**src/logic/cfg_bank_pkg.sv**
```systemverilog
// Constants and types shared by the configuration bank and its pulse timer
`default_nettype none
package cfg_bank_pkg;
  // I/O port addresses on the 10-bit peripheral address
  localparam logic [9:0] PORT_INDEX = 10'h022;
  localparam logic [9:0] PORT_DATA = 10'h023;
  localparam logic [9:0] PORT_COPROC_RESET = 10'h0F1;

  // Register indices written to the index port
  localparam logic [7:0] IDX_VERSION = 8'h8D;
  localparam logic [7:0] IDX_SPEED = 8'h8E;
  localparam logic [7:0] IDX_OPTION = 8'h8F;

  // Revision code, value is arbitrary
  localparam logic [1:0] VERSION_REV = 2'h2;

  // Speed select field positions and reset values
  localparam int SPD_CLK_LSB = 0;
  localparam int SPD_PRESENT_BIT = 4;
  localparam int SPD_READY_BIT = 5;
  localparam int SPD_DELAY_BIT = 6;
  localparam logic [1:0] SPD_CLK_RESET = 2'h0;
  localparam logic SPD_READY_RESET = 1'b1;
  localparam logic SPD_DELAY_RESET = 1'b1;

  // Processor clock select codes
  localparam logic [1:0] CLK_SEL_16MHZ = 2'h0;
  localparam logic [1:0] CLK_SEL_20MHZ = 2'h1;
  localparam logic [1:0] CLK_SEL_25MHZ = 2'h2;

  // Option select field positions and reset value
  localparam int OPT_MATCHED_BIT = 0;
  localparam int OPT_FAST_GFX_BIT = 1;
  localparam int OPT_RDY_EXT_BIT = 2;
  localparam logic [2:0] OPT_RESET = 3'h4;

  // Port-triggered coprocessor reset pulse, in clock cycles
  localparam int unsigned RESET_PULSE_DEFAULT = 32;
  localparam int PULSE_CNT_W = 8;

  // Command strobe phases
  typedef enum logic [1:0] {
    CMD_IDLE,
    CMD_DEFAULT,
    CMD_FAST
  } cmd_phase_e;
endpackage
`default_nettype wire

```
**src/logic/pulse_timer_if.sv**
```systemverilog
// Start and status wires between the bank and its reset pulse timer
`timescale 1ns/10ps
`default_nettype none
interface pulse_timer_if;
  logic start;
  logic active;
  modport owner (output start, input active);
  modport timer (input start, output active);
endinterface
`default_nettype wire

```
**src/logic/cpu_bus_ctrl_config.sv**
```systemverilog
// Configuration bank, coprocessor sideband and fast graphics strobes
//////////////////////////////////////////////////////////////////////////
// What this block does
// - Coprocessor busy input drives CPU busy
// - Drive active-low coprocessor exception interrupt line
// - Coprocessor reset follows third system reset
// - Port write gives fixed coprocessor reset pulse
// - Fast request sampled only when enabled
// - Default cycles: graphics strobe equals channel strobe
// - Fast cycles: only graphics strobe asserted
// - Graphics strobe latches channel address bits
// - Index port then data port register access
// - Version register read-only, fixed revision code
// - Speed bits 1:0 select processor clock
// - Speed bit 4 reports coprocessor presence
// - Speed bit 5 selects coprocessor ready source
// - Bit 6 delays wide sampling, adds wait
// - Bit 6 delays and stretches channel strobe
//////////////////////////////////////////////////////////////////////////
`timescale 1ns/10ps
`default_nettype none
module cpu_bus_ctrl_config #(
  parameter int unsigned RESET_PULSE_CYCLES = cfg_bank_pkg::RESET_PULSE_DEFAULT
) (
  input wire logic clk_i,
  input wire logic rst_n_i,
  input wire logic [9:0] io_addr_i,
  input wire logic io_wr_i,
  input wire logic io_rd_i,
  input wire logic [7:0] io_wdata_i,
  output logic [7:0] io_rdata_o,
  output logic io_rdata_oe_o,
  input wire logic coproc_busy_n_i,
  input wire logic coproc_error_n_i,
  input wire logic coproc_present_i,
  input wire logic coproc_cycle_i,
  input wire logic coproc_ready_n_i,
  input wire logic system_reset_third_i,
  output logic cpu_busy_n_o,
  output logic coproc_exception_n_o,
  output logic coproc_reset_out_o,
  output logic cpu_ready_n_o,
  output logic [1:0] cpu_clock_sel_o,
  input wire logic local_wide_mem_n_i,
  output logic local_wide_mem_sampled_n_o,
  output logic bus_wait_insert_o,
  input wire logic channel_cmd_req_i,
  input wire logic fast_gfx_request_n_i,
  output logic channel_command_n_o,
  output logic fast_gfx_command_n_o,
  input wire logic [15:0] channel_addr_i,
  output logic [15:0] peripheral_address_bus_o,
  output logic matched_mem_enable_o,
  output logic data_ready_extend_o
);
  //////////////////////////////////////////////////////////////////////////
  // Types and helpers

  typedef struct packed {
    logic [7:0] index;
    logic [1:0] clk_sel;
    logic ready_from_coproc;
    logic delay_mode;
    logic present;
    logic strap_taken;
    logic [2:0] option;
    logic [7:0] rdata;
    logic rdata_oe;
    logic busy_n;
    logic excpt_n;
    logic reset_out;
    logic reset_kick;
    logic ready_n;
    logic ready_done;
    logic req_d1;
    logic req_d2;
    cfg_bank_pkg::cmd_phase_e phase;
    logic chan_cmd_n;
    logic gfx_cmd_n;
    logic [15:0] addr_bus;
    logic wide_d1;
    logic wide_sampled_n;
  } bank_state_s;

  // Port decode shared by the read and write paths
  function automatic logic hit(input logic [9:0] addr, input logic [9:0] port);
    hit = (addr == port);
  endfunction

  //////////////////////////////////////////////////////////////////////////
  // Reset release

  logic [1:0] rst_pipe;
  logic rst_n;

  // Async assert, clocked release so no flop leaves reset mid-edge
  always_ff @(posedge clk_i or negedge rst_n_i) begin
    if (!rst_n_i) begin
      rst_pipe <= 2'h0;
    end else begin
      rst_pipe <= {rst_pipe[0], 1'b1};
    end
  end
  assign rst_n = rst_pipe[1];

  //////////////////////////////////////////////////////////////////////////
  // Reset pulse timer

  pulse_timer_if tmr_bus ();

  coproc_reset_timer #(
    .PULSE_CYCLES(RESET_PULSE_CYCLES)
  ) u_reset_timer (
    .clk_i(clk_i),
    .rst_n_i(rst_n),
    .tmr(tmr_bus.timer)
  );

  //////////////////////////////////////////////////////////////////////////
  // Next-state logic

  bank_state_s cur;
  bank_state_s next_cur;
  logic wr_data;
  logic rd_data;
  logic eff_req;
  logic [7:0] speed_view;

  assign tmr_bus.start = cur.reset_kick;

  // Speed register as software sees it; unused bits stay zero
  assign speed_view = {1'b0, cur.delay_mode, cur.ready_from_coproc, cur.present,
                       2'h0, cur.clk_sel};

  // Delay mode: strobe starts one cycle late and ends two late, so it widens
  assign eff_req = cur.delay_mode ? (cur.req_d1 | cur.req_d2) : channel_cmd_req_i;

  assign wr_data = io_wr_i && hit(io_addr_i, cfg_bank_pkg::PORT_DATA);
  assign rd_data = io_rd_i && hit(io_addr_i, cfg_bank_pkg::PORT_DATA);

  always_comb begin
    next_cur = cur;

    // Presence strap is caught once, on the first cycle after release
    if (!cur.strap_taken) begin
      next_cur.present = coproc_present_i;
      next_cur.strap_taken = 1'b1;
    end

    // Index port holds the register selector
    if (io_wr_i && hit(io_addr_i, cfg_bank_pkg::PORT_INDEX)) begin
      next_cur.index = io_wdata_i;
    end

    // Data port writes; version register and reserved bits ignore them
    if (wr_data) begin
      case (cur.index)
        cfg_bank_pkg::IDX_SPEED: begin
          next_cur.clk_sel = io_wdata_i[cfg_bank_pkg::SPD_CLK_LSB +: 2];
          next_cur.ready_from_coproc = io_wdata_i[cfg_bank_pkg::SPD_READY_BIT];
          next_cur.delay_mode = io_wdata_i[cfg_bank_pkg::SPD_DELAY_BIT];
        end
        cfg_bank_pkg::IDX_OPTION: begin
          next_cur.option = io_wdata_i[2:0];
        end
        default: begin
        end
      endcase
    end

    // Reads answer one cycle later; unknown indices read zero
    next_cur.rdata_oe = io_rd_i && (hit(io_addr_i, cfg_bank_pkg::PORT_INDEX) || rd_data);
    next_cur.rdata = 8'h00;
    if (io_rd_i && hit(io_addr_i, cfg_bank_pkg::PORT_INDEX)) begin
      next_cur.rdata = cur.index;
    end else if (rd_data) begin
      case (cur.index)
        cfg_bank_pkg::IDX_VERSION: next_cur.rdata = {6'h00, cfg_bank_pkg::VERSION_REV};
        cfg_bank_pkg::IDX_SPEED: next_cur.rdata = speed_view;
        cfg_bank_pkg::IDX_OPTION: next_cur.rdata = {5'h00, cur.option};
        default: next_cur.rdata = 8'h00;
      endcase
    end

    // Sideband pass-through toward the CPU and interrupt controller
    next_cur.busy_n = coproc_busy_n_i;
    next_cur.excpt_n = coproc_error_n_i;

    // Coprocessor reset: system reset or the timed pulse
    next_cur.reset_kick = io_wr_i && hit(io_addr_i, cfg_bank_pkg::PORT_COPROC_RESET);
    next_cur.reset_out = system_reset_third_i || tmr_bus.active;

    // Ready for coprocessor cycles, from the coprocessor or a one-cycle local pulse
    if (!coproc_cycle_i) begin
      next_cur.ready_n = 1'b1;
      next_cur.ready_done = 1'b0;
    end else if (cur.ready_from_coproc) begin
      next_cur.ready_n = coproc_ready_n_i;
    end else begin
      next_cur.ready_n = cur.ready_done;
      next_cur.ready_done = 1'b1;
    end

    // Wide-memory indication, sampled one clock later in delay mode
    next_cur.wide_d1 = local_wide_mem_n_i;
    next_cur.wide_sampled_n = cur.delay_mode ? cur.wide_d1 : local_wide_mem_n_i;

    // Command request delay line
    next_cur.req_d1 = channel_cmd_req_i;
    next_cur.req_d2 = cur.req_d1;

    // Cycle type is fixed at strobe start; the request is ignored when disabled
    case (cur.phase)
      cfg_bank_pkg::CMD_IDLE: begin
        if (eff_req && cur.option[cfg_bank_pkg::OPT_FAST_GFX_BIT] && !fast_gfx_request_n_i) begin
          next_cur.phase = cfg_bank_pkg::CMD_FAST;
        end else if (eff_req) begin
          next_cur.phase = cfg_bank_pkg::CMD_DEFAULT;
        end
      end
      cfg_bank_pkg::CMD_DEFAULT,
      cfg_bank_pkg::CMD_FAST: begin
        if (!eff_req) begin
          next_cur.phase = cfg_bank_pkg::CMD_IDLE;
        end
      end
      default: next_cur.phase = cfg_bank_pkg::CMD_IDLE;
    endcase

    // Strobes: graphics on any cycle, channel only on default cycles
    next_cur.gfx_cmd_n = (next_cur.phase == cfg_bank_pkg::CMD_IDLE);
    next_cur.chan_cmd_n = (next_cur.phase != cfg_bank_pkg::CMD_DEFAULT);

    // Latch is transparent while the graphics strobe is low
    if (next_cur.phase != cfg_bank_pkg::CMD_IDLE) begin
      next_cur.addr_bus = channel_addr_i;
    end
  end

  //////////////////////////////////////////////////////////////////////////
  // State register

  // Reset values give delay mode and coprocessor ready on, as after power-up
  always_ff @(posedge clk_i or negedge rst_n) begin
    if (!rst_n) begin
      cur <= '0;
      cur.clk_sel <= cfg_bank_pkg::SPD_CLK_RESET;
      cur.ready_from_coproc <= cfg_bank_pkg::SPD_READY_RESET;
      cur.delay_mode <= cfg_bank_pkg::SPD_DELAY_RESET;
      cur.option <= cfg_bank_pkg::OPT_RESET;
      cur.busy_n <= 1'b1;
      cur.excpt_n <= 1'b1;
      cur.reset_out <= 1'b1;
      cur.ready_n <= 1'b1;
      cur.phase <= cfg_bank_pkg::CMD_IDLE;
      cur.chan_cmd_n <= 1'b1;
      cur.gfx_cmd_n <= 1'b1;
      cur.wide_d1 <= 1'b1;
      cur.wide_sampled_n <= 1'b1;
    end else begin
      cur <= next_cur;
    end
  end

  //////////////////////////////////////////////////////////////////////////
  // Outputs, all straight from the state register

  assign io_rdata_o = cur.rdata;
  assign io_rdata_oe_o = cur.rdata_oe;
  assign cpu_busy_n_o = cur.busy_n;
  assign coproc_exception_n_o = cur.excpt_n;
  assign coproc_reset_out_o = cur.reset_out;
  assign cpu_ready_n_o = cur.ready_n;
  assign cpu_clock_sel_o = cur.clk_sel;
  assign local_wide_mem_sampled_n_o = cur.wide_sampled_n;
  assign bus_wait_insert_o = cur.delay_mode;
  assign channel_command_n_o = cur.chan_cmd_n;
  assign fast_gfx_command_n_o = cur.gfx_cmd_n;
  assign peripheral_address_bus_o = cur.addr_bus;
  assign matched_mem_enable_o = cur.option[cfg_bank_pkg::OPT_MATCHED_BIT];
  assign data_ready_extend_o = cur.option[cfg_bank_pkg::OPT_RDY_EXT_BIT];
endmodule
`default_nettype wire

```
**src/logic/coproc_reset_timer.sv**
```systemverilog
// Retriggerable fixed-length pulse timer for the coprocessor reset
`timescale 1ns/10ps
`default_nettype none
module coproc_reset_timer #(
  parameter int unsigned PULSE_CYCLES = cfg_bank_pkg::RESET_PULSE_DEFAULT
) (
  input wire logic clk_i,
  input wire logic rst_n_i,
  pulse_timer_if.timer tmr
);
  typedef struct packed {
    logic [cfg_bank_pkg::PULSE_CNT_W-1:0] count;
    logic active;
  } timer_state_s;

  localparam logic [cfg_bank_pkg::PULSE_CNT_W-1:0] LOAD =
    cfg_bank_pkg::PULSE_CNT_W'(PULSE_CYCLES);

  timer_state_s cur;
  timer_state_s next_cur;

  // A start while running reloads, so back-to-back writes stretch the pulse
  always_comb begin
    next_cur = cur;
    if (tmr.start) begin
      next_cur.count = LOAD;
    end else if (cur.count != '0) begin
      next_cur.count = cur.count - 1'b1;
    end
    next_cur.active = (next_cur.count != '0);
  end

  // State register
  always_ff @(posedge clk_i or negedge rst_n_i) begin
    if (!rst_n_i) begin
      cur <= '0;
    end else begin
      cur <= next_cur;
    end
  end

  assign tmr.active = cur.active;
endmodule
`default_nettype wire

```
**config.mk**
```make
export PLATFORM = sky130hd
export DESIGN_NAME = cpu_bus_ctrl_config
export DESIGN_NICKNAME = d
export VERILOG_FILES = /design/src/logic/cfg_bank_pkg.sv /design/src/logic/pulse_timer_if.sv /design/src/logic/cpu_bus_ctrl_config.sv /design/src/logic/coproc_reset_timer.sv
export SDC_FILE = /design/constraint.sdc
export NUM_CORES = 1
export LEC_CHECK = 0
export ABC_CLOCK_PERIOD_IN_PS = 3850
export BUFFER_PORTS_ARGS = -buffer_cell sky130_fd_sc_hd__buf_4
export CORE_ASPECT_RATIO = 1.1
export CORE_MARGIN = 5
export CORE_UTILIZATION = 56
export DETAILED_ROUTE_END_ITERATION = 12
export PLACE_DENSITY = 0.85
export RECOVER_POWER = 100
export SYNTH_ARGS = -nofsm -noshare
export SYNTH_HDL_FRONTEND = slang
export SYNTH_SLANG_ARGS = --single-unit
export TNS_END_PERCENT = 30
```
**constraint.sdc**
```tcl
create_clock -name clk_i -period 3.85 [get_ports clk_i]
set_clock_uncertainty 0.05 [all_clocks]
set_input_delay 0.1925 -clock clk_i [delete_from_list [all_inputs] [get_ports clk_i]]
set_output_delay 0.1925 -clock clk_i [all_outputs]
set_load 0.03 [all_outputs]
```
==> flow_metrics.py, run 1 <==
metrics = {
    "outcome": {
        "outcome": "finished clean",
    },
    "power": {
        "p_leak_uw": 0.00162,
        "p_sw_uw": 798,
        "power.share.clock": 0.295,
        "internal_power_uw": 1580,
        "power_density_nw_per_um2": 649,
        "worst_ir_drop_vdd_mv": 0.478,
        "seq_power_share": 0.412,
        "power_frac_comb": 0.293,
        "total_power_uw": 2380,
        "p_sw_frac": 0.336,
    },
    "global_route": {
        "antenna_found_initial": 0,
        "grt_pass1_wl_um": 10300,
        "grt_pass1_vias": 2168,
        "grt.total_usage": 0.194,
        "grt_overflow_total": 0,
        "grt_max_degree": 41,
    },
    "clock_network": {
        "clockBufferDepth": 2,
        "clk_pin_slew_ps": 70,
        "cts_tree": "built",
        "clock_latency_ps": 330,
        "cts_resized": 0,
        "cts_hold_buf": 8,
        "clockRootBuffer": "clkbuf_8",
        "cts_max_level": 3,
        "cts_sinks": 67,
        "numCtsBuffers": 9,
        "post_cts_buffers": 0,
    },
    "logic_synthesis": {
        "synth-seq-cells": 67,
        "ys_warn_count": 0,
        "synth_top_area_frac": 0.469,
        "syn_avg_cell_area_um2": 12.7,
        "synth.most_common_cell": "dfrtp_1",
        "yosys-top-cells-area": "dfrtp_1 47%, mux2_2 12%, dfstp_2 9.7%",
        "synth_edf_count": 0,
        "yosysSeqAreaShare": 0.566,
        "ys_top_cells_by_count": "56 x dfrtp_1, 33 x mux2_2, 26 x buf_4, 12 x inv_1, 12 x nor2_1",
        "synth_cell_types": 48,
        "synth_area_um2": 2990,
        "synth-async-reset-ratio": 1.00,
        "synth-main-ff-cell": "dfrtp_1",
        "yosysTopAreaCell": "dfrtp_1",
        "synth_cells": 236,
    },
    "worst_setup_path": {
        "crit_fanout": 8,
        "path_class": "in -> reg",
        "critPathArrivalTime_ps": 2460,
        "cp_cell_sequence": "dlygate4sd3_1, clkbuf_4, nor4b_1, nand4b_1, nor2_1, mux2_2",
        "slowest_stage": "nor2_1",
        "end_kind": "flip-flop",
        "critPathLaunchType": "input pin",
        "slowest_delay_ps": 620,
        "worstPathRequired_ps": 4010,
        "crit_buf_inv": 2,
        "cp_top_family": "simple AND/OR/NAND/NOR gates",
    },
    "final_layout": {
        "utilization": 0.718,
        "fillers": 410,
        "final_cell_count_no_fill": 389,
        "antenna_cells": 0,
        "nets": 363,
        "syn_to_final_growth_pct": 22.7,
        "drive_above_1_share": 0.347,
    },
    "detailed_routing": {
        "drc": 0,
        "viasPerCell": 5.35,
        "drt_wl_total_um": 6130,
        "wl_per_cell_um": 15.8,
        "drtIter0Drc": 141,
        "vias": 2082,
        "firstDrtPassIters": 4,
        "detail-route-antenna-nets": 0,
    },
    "worst_hold_path": {
        "min_path_type": "in -> reg",
    },
    "sta": {
        "whs_ps": 39.5,
        "worstMarginPinSlew_ps": 979,
        "rsz0062_at_grt": "false",
        "maxSlewViolCount": 0,
        "hold_viol": 0,
        "setup_violations": 0,
        "period_minus_slack_ps": 2300,
        "relSlewSlack": 0.347,
        "fmax_mhz": 435,
        "tns_ps": 0,
        "period_share": 0.598,
    },
    "floorplanning": {
        "core.rowCount": 27,
        "ios": 84,
        "start_util": 0.585,
        "die-area_um2": 6900,
        "core_area_um2": 5100,
        "die_h_um": 86.6,
        "die_w_um": 79.6,
    },
    "place": {
        "numPortBuffers": 83,
        "dp.cells": 365,
        "gp_congestion": 0.803,
        "place_hpwl_um": 4500,
    },
    "run": {
        "cap_violations": 0,
    },
}
sequential cells by signal (all words and copies together) (netlist names), 2 cells and up:
register                  count
rst_pipe                      2
u_reset_timer.cur             8
peripheral_address_bus_o     16
cpu_clock_sel_o               2
cur                          18
io_rdata_o                    8
layout make-up:
class                           count  area, um2  area share
Sequential cell                    67       1690       0.461
Multi-Input combinational cell    130       1030       0.282
Timing Repair Buffer               92        566       0.154
Clock buffer                       11        141      0.0386
Clock inverter                      5        100      0.0273
Tap cell                           72       90.1      0.0246
Inverter                           12       45.0      0.0123
cells in the final DEF, fill, tap and decap left out, drive strengths merged, types with 3 or more instances in the layout:
| master | netlist | layout |
|---|---|---|
| a21boi | 3 | 3 |
| xnor2 | 4 | 4 |
| mux2 | 33 | 33 |
| dfrtp | 56 | 56 |
| nand3 | 4 | 4 |
| a22oi | 4 | 4 |
| nor2 | 13 | 13 |
| clkbuf | 1 | 57 |
| bufinv | 0 | 3 |
| nand4b | 3 | 3 |
| ha | 4 | 4 |
| dfstp | 11 | 11 |
| dlygate4sd3 | 0 | 8 |
| o21ai | 5 | 5 |
| inv | 12 | 12 |
| buf | 27 | 38 |
| nor4 | 3 | 3 |
| a21oi | 6 | 6 |
| nor3 | 8 | 8 |
worst reg2reg max path: stages, from the launching register on:
cell,delay (ps)
dfrtp_1,440
inv_1,140
ha_1,210
or3b_2,480
nand4b_1,120
a21oi_1,90
or4_1,550
per-stage QoR:
step | cell area [um2] | setup slack [ps]
floorplan | 2990 | 1800
global placement | 3500 | 1750
detailed placement | 3500 | 1660
CTS | 3820 | 1650
global route | 3660 | 1330
finish | 3660 | 1550
per-layer routing:
metal,GRT usage,part of all wire
met5,0,0
met4,0.0875,0.018
met3,0.0322,0.066
met2,0.324,0.51
met1,0.247,0.40
power by group through the flow:
| stage | Sequential (uW) | Clock (uW) | Combinational [uW] |
|---|---|---|---|
| 6_report | 980 | 701 | 695 |
| 5_1_grt | 1000 | 746 | 753 |
| 3_5_place_dp | 994 | 0 | 781 |
| 4_1_cts | 983 | 711 | 789 |
| 2_1_floorplan | 997 | 0 | 631 |
| 3_3_place_gp | 984 | 0 | 758 |
logic make-up after synthesis:
kind of cell | count (synthesis) | share of synthesized area
flops | 67 | 0.566
simple gates | 55 | 0.111
buf+inv | 40 | 0.0859
mux | 34 | 0.128
compound gates | 31 | 0.0792
fa+ha+maj | 4 | 0.0168
xor+xnor | 4 | 0.0117
other cells | 1 | 0.00126
path summary, 6_finish.rpt:
kind / start / to / slack [ps] / depth (start not counted)
max reg2reg: u_reset_timer.cur[1] / u_reset_timer.tmr.active / 1640 / 6
min: channel_addr_i[0] / peripheral_address_bus_o[0] / 40 / 2
max in group asynchronous: rst_pipe[1] / cur[55] / 1940 / 1
min reg2reg: rst_pipe[0] / rst_pipe[1] / 300 / 0
max: io_addr_i[1] / cur[55] / 1550 / 6
min in group asynchronous: rst_n_i / rst_pipe[0] / 130 / 2
(Power assumes the default switching activity.)
==> run 2: changes to the inputs <==
--- a/config.mk
+++ b/config.mk
@@ -5,13 +5,13 @@
 export SDC_FILE = /design/constraint.sdc
 export NUM_CORES = 1
 export LEC_CHECK = 0
-export ABC_CLOCK_PERIOD_IN_PS = 3850
+export ABC_CLOCK_PERIOD_IN_PS = 2190
 export BUFFER_PORTS_ARGS = -buffer_cell sky130_fd_sc_hd__buf_4
 export CORE_ASPECT_RATIO = 1.1
 export CORE_MARGIN = 5
-export CORE_UTILIZATION = 56
+export CORE_UTILIZATION = 52
 export DETAILED_ROUTE_END_ITERATION = 12
-export PLACE_DENSITY = 0.85
+export PLACE_DENSITY = 0.8
 export RECOVER_POWER = 100
 export SYNTH_ARGS = -nofsm -noshare
 export SYNTH_HDL_FRONTEND = slang
==> constraint.sdc (replaced) <==
create_clock -name clk_i -period 2.19 [get_ports clk_i]
set_clock_uncertainty 0.05 [all_clocks]
set_input_delay 0.1095 -clock clk_i [delete_from_list [all_inputs] [get_ports clk_i]]
set_output_delay 0.1095 -clock clk_i [all_outputs]
set_load 0.03 [all_outputs]
==> run 2 against run 1 <==
Net effect: the run now ends with max-capacitance violations, max-slew violations left; worst hold slack got worse by 15 ps; final cell count rose by 10%; via count rose by 5.3%; sequential power rose by 73%; flip-flop and latch count did not move; core utilization fell by 1.2 points; sequential share of layout area fell by 3.8 points; critical path type is now reg -> reg; largest cell class unchanged.
==> flow_metrics.py, run 2 (synthesis results as in run 1) <==
metrics = {
    "floorplanning": {
        "start_util": 0.528,
        "core.rowCount": 29,
        "die-area_um2": 7360,
        "die_h_um": 89.5,
        "ios": 84,
        "core_area_um2": 5660,
        "die_w_um": 82.3,
    },
    "clock_network": {
        "cts_max_level": 3,
        "clockRootBuffer": "clkbuf_8",
        "clockBufferDepth": 2,
        "clk_pin_slew_ps": 70,
        "cts_tree": "built",
        "cts_sinks": 67,
        "clock_latency_ps": 340,
        "numCtsBuffers": 9,
    },
    "final_layout": {
        "final_cell_mix": "55 x dfrtp_1, 41 x clkbuf_1, 40 x buf_4",
        "syn_to_final_growth_pct": 33.9,
        "regMostFlops": "cur",
        "regArea_um2": 1690,
        "final_cell_count_no_fill": 428,
        "fillers": 458,
        "nets": 397,
        "stdcell_area_um2": 4000,
        "layout_commonest_cell": "dfrtp_1",
        "drive_above_1_share": 0.342,
        "multi_input_area_um2": 1040,
        "antenna_cells": 0,
        "largest_reg_flops": 18,
    },
    "sta": {
        "period_share": 0.953,
        "period_minus_slack_ps": 2090,
        "fmax_mhz": 479,
        "maxSlewViolCount": 65,
        "whs_ps": 24.7,
        "hold_viol": 0,
        "setup_violations": 0,
        "tns_ps": 0,
        "rsz0062_at_grt": "false",
        "worstMarginPinSlew_ps": 1510,
        "relSlewSlack": -0.00365,
    },
    "global_route": {
        "grt.total_usage": 0.200,
        "grt_pass1_wl_um": 10900,
        "grt_pass1_vias": 2358,
        "grt_max_degree": 66,
        "antenna_found_initial": 0,
        "grt_overflow_total": 0,
    },
    "detailed_routing": {
        "drtIter0Drc": 62,
        "drt_wl_total_um": 6630,
        "wl_per_cell_um": 15.5,
        "viasPerCell": 5.12,
        "drc": 0,
        "detail-route-antenna-nets": 0,
        "firstDrtPassIters": 4,
        "vias": 2193,
    },
    "worst_setup_path": {
        "worstReg2RegStart": "u_reset_timer.cur[5]",
        "rrSetupSlack_ps": 100,
        "end_kind": "flip-flop",
        "ff2ff_path_depth": 4,
        "crit_fanout": 4,
        "worstPathRequired_ps": 2350,
        "r2r-end": "u_reset_timer.tmr.active",
        "critPathArrivalTime_ps": 2250,
        "crit_start": "u_reset_timer.cur[5]",
        "critPathLaunchType": "flip-flop",
        "path_class": "reg -> reg",
    },
    "worst_hold_path": {
        "min_path_type": "in -> reg",
        "worstHoldPathCells": 3,
        "min_from": "fast_gfx_request_n_i",
        "whs_endpoint": "cur[21]",
    },
    "place": {
        "dp.cells": 375,
        "dpl_cell_area_um2": 3560,
        "gp_congestion": 0.910,
        "place_hpwl_um": 4610,
        "numPortBuffers": 83,
    },
    "power": {
        "p_leak_uw": 0.00176,
        "power_density_nw_per_um2": 1080,
        "worst_ir_drop_vdd_mv": 0.737,
    },
    "run": {
        "cap_violations": 1,
    },
    "outcome": {
        "violations": "max-capacitance violations, max-slew violations",
        "outcome": "finished with violations",
    },
}
## run 2: cell count changes in the layout (fill, tap and decap cells not counted), sizes merged
cell and change:
buf +3, clkbuf +4, dlygate4sd3 +27
## run 2: worst max-delay path: stages (launching register included)
cell and delay (ps):
dfrtp_1 420, or4_1 620, o41ai_2 230, a21oi_1 130, or4_1 510
## run 2: power by group
part	internal, uW	switching (uW)	leakage [uW]	total, uW
sequential	1520	183	0.000814	1700
combinational	567	797	0.000821	1360
clock	784	451	0.000123	1240
## run 2: layout make-up
| type | count | area share |
|---|---|---|
| Clock inverter | 5 | 0.0250 |
| Clock buffer | 11 | 0.0354 |
| Sequential cell | 67 | 0.423 |
| Multi-Input combinational cell | 130 | 0.259 |
| Tap cell | 77 | 0.0241 |
| Inverter | 12 | 0.0113 |
| Timing Repair Buffer | 126 | 0.222 |
## run 2: metrics by stage
stage	power, uW	util	setup WS (ps)
final	4300	0.706	104
after floorplan	2860	-	135
after CTS	4440	0.733	21.8
after global routing	4550	0.706	19.3
after global placement	3090	0.628	153
after detailed placement	3140	0.628	54.0
## run 2: timing repair
item | 4_1_cts | 5_1_grt
hold buffers | 35 | 0
gates resized for setup | 0 | 4
setup endpoints to repair | 0 | 18
hold endpoints to repair | 43 | 0
buffers inserted | 0 | 2
## run 2: worst max-delay path by stage
stage | endpoint | slack, ps
finish | u_reset_timer.tmr.active | 100
global route | u_reset_timer.tmr.active | 20
floorplan | peripheral_address_bus_o[10] | 140
global placement | peripheral_address_bus_o[11] | 150
detailed placement | peripheral_address_bus_o[11] | 50
CTS | peripheral_address_bus_o[5] | 20
## run 2: metal layers
metal	vias to the layer above	track usage	part of all wire
li1	1039	-	-
met1	1077	0.230	0.38
met2	57	0.344	0.54
met3	20	0.0413	0.044
met4	0	0.115	0.031
met5	-	0	0
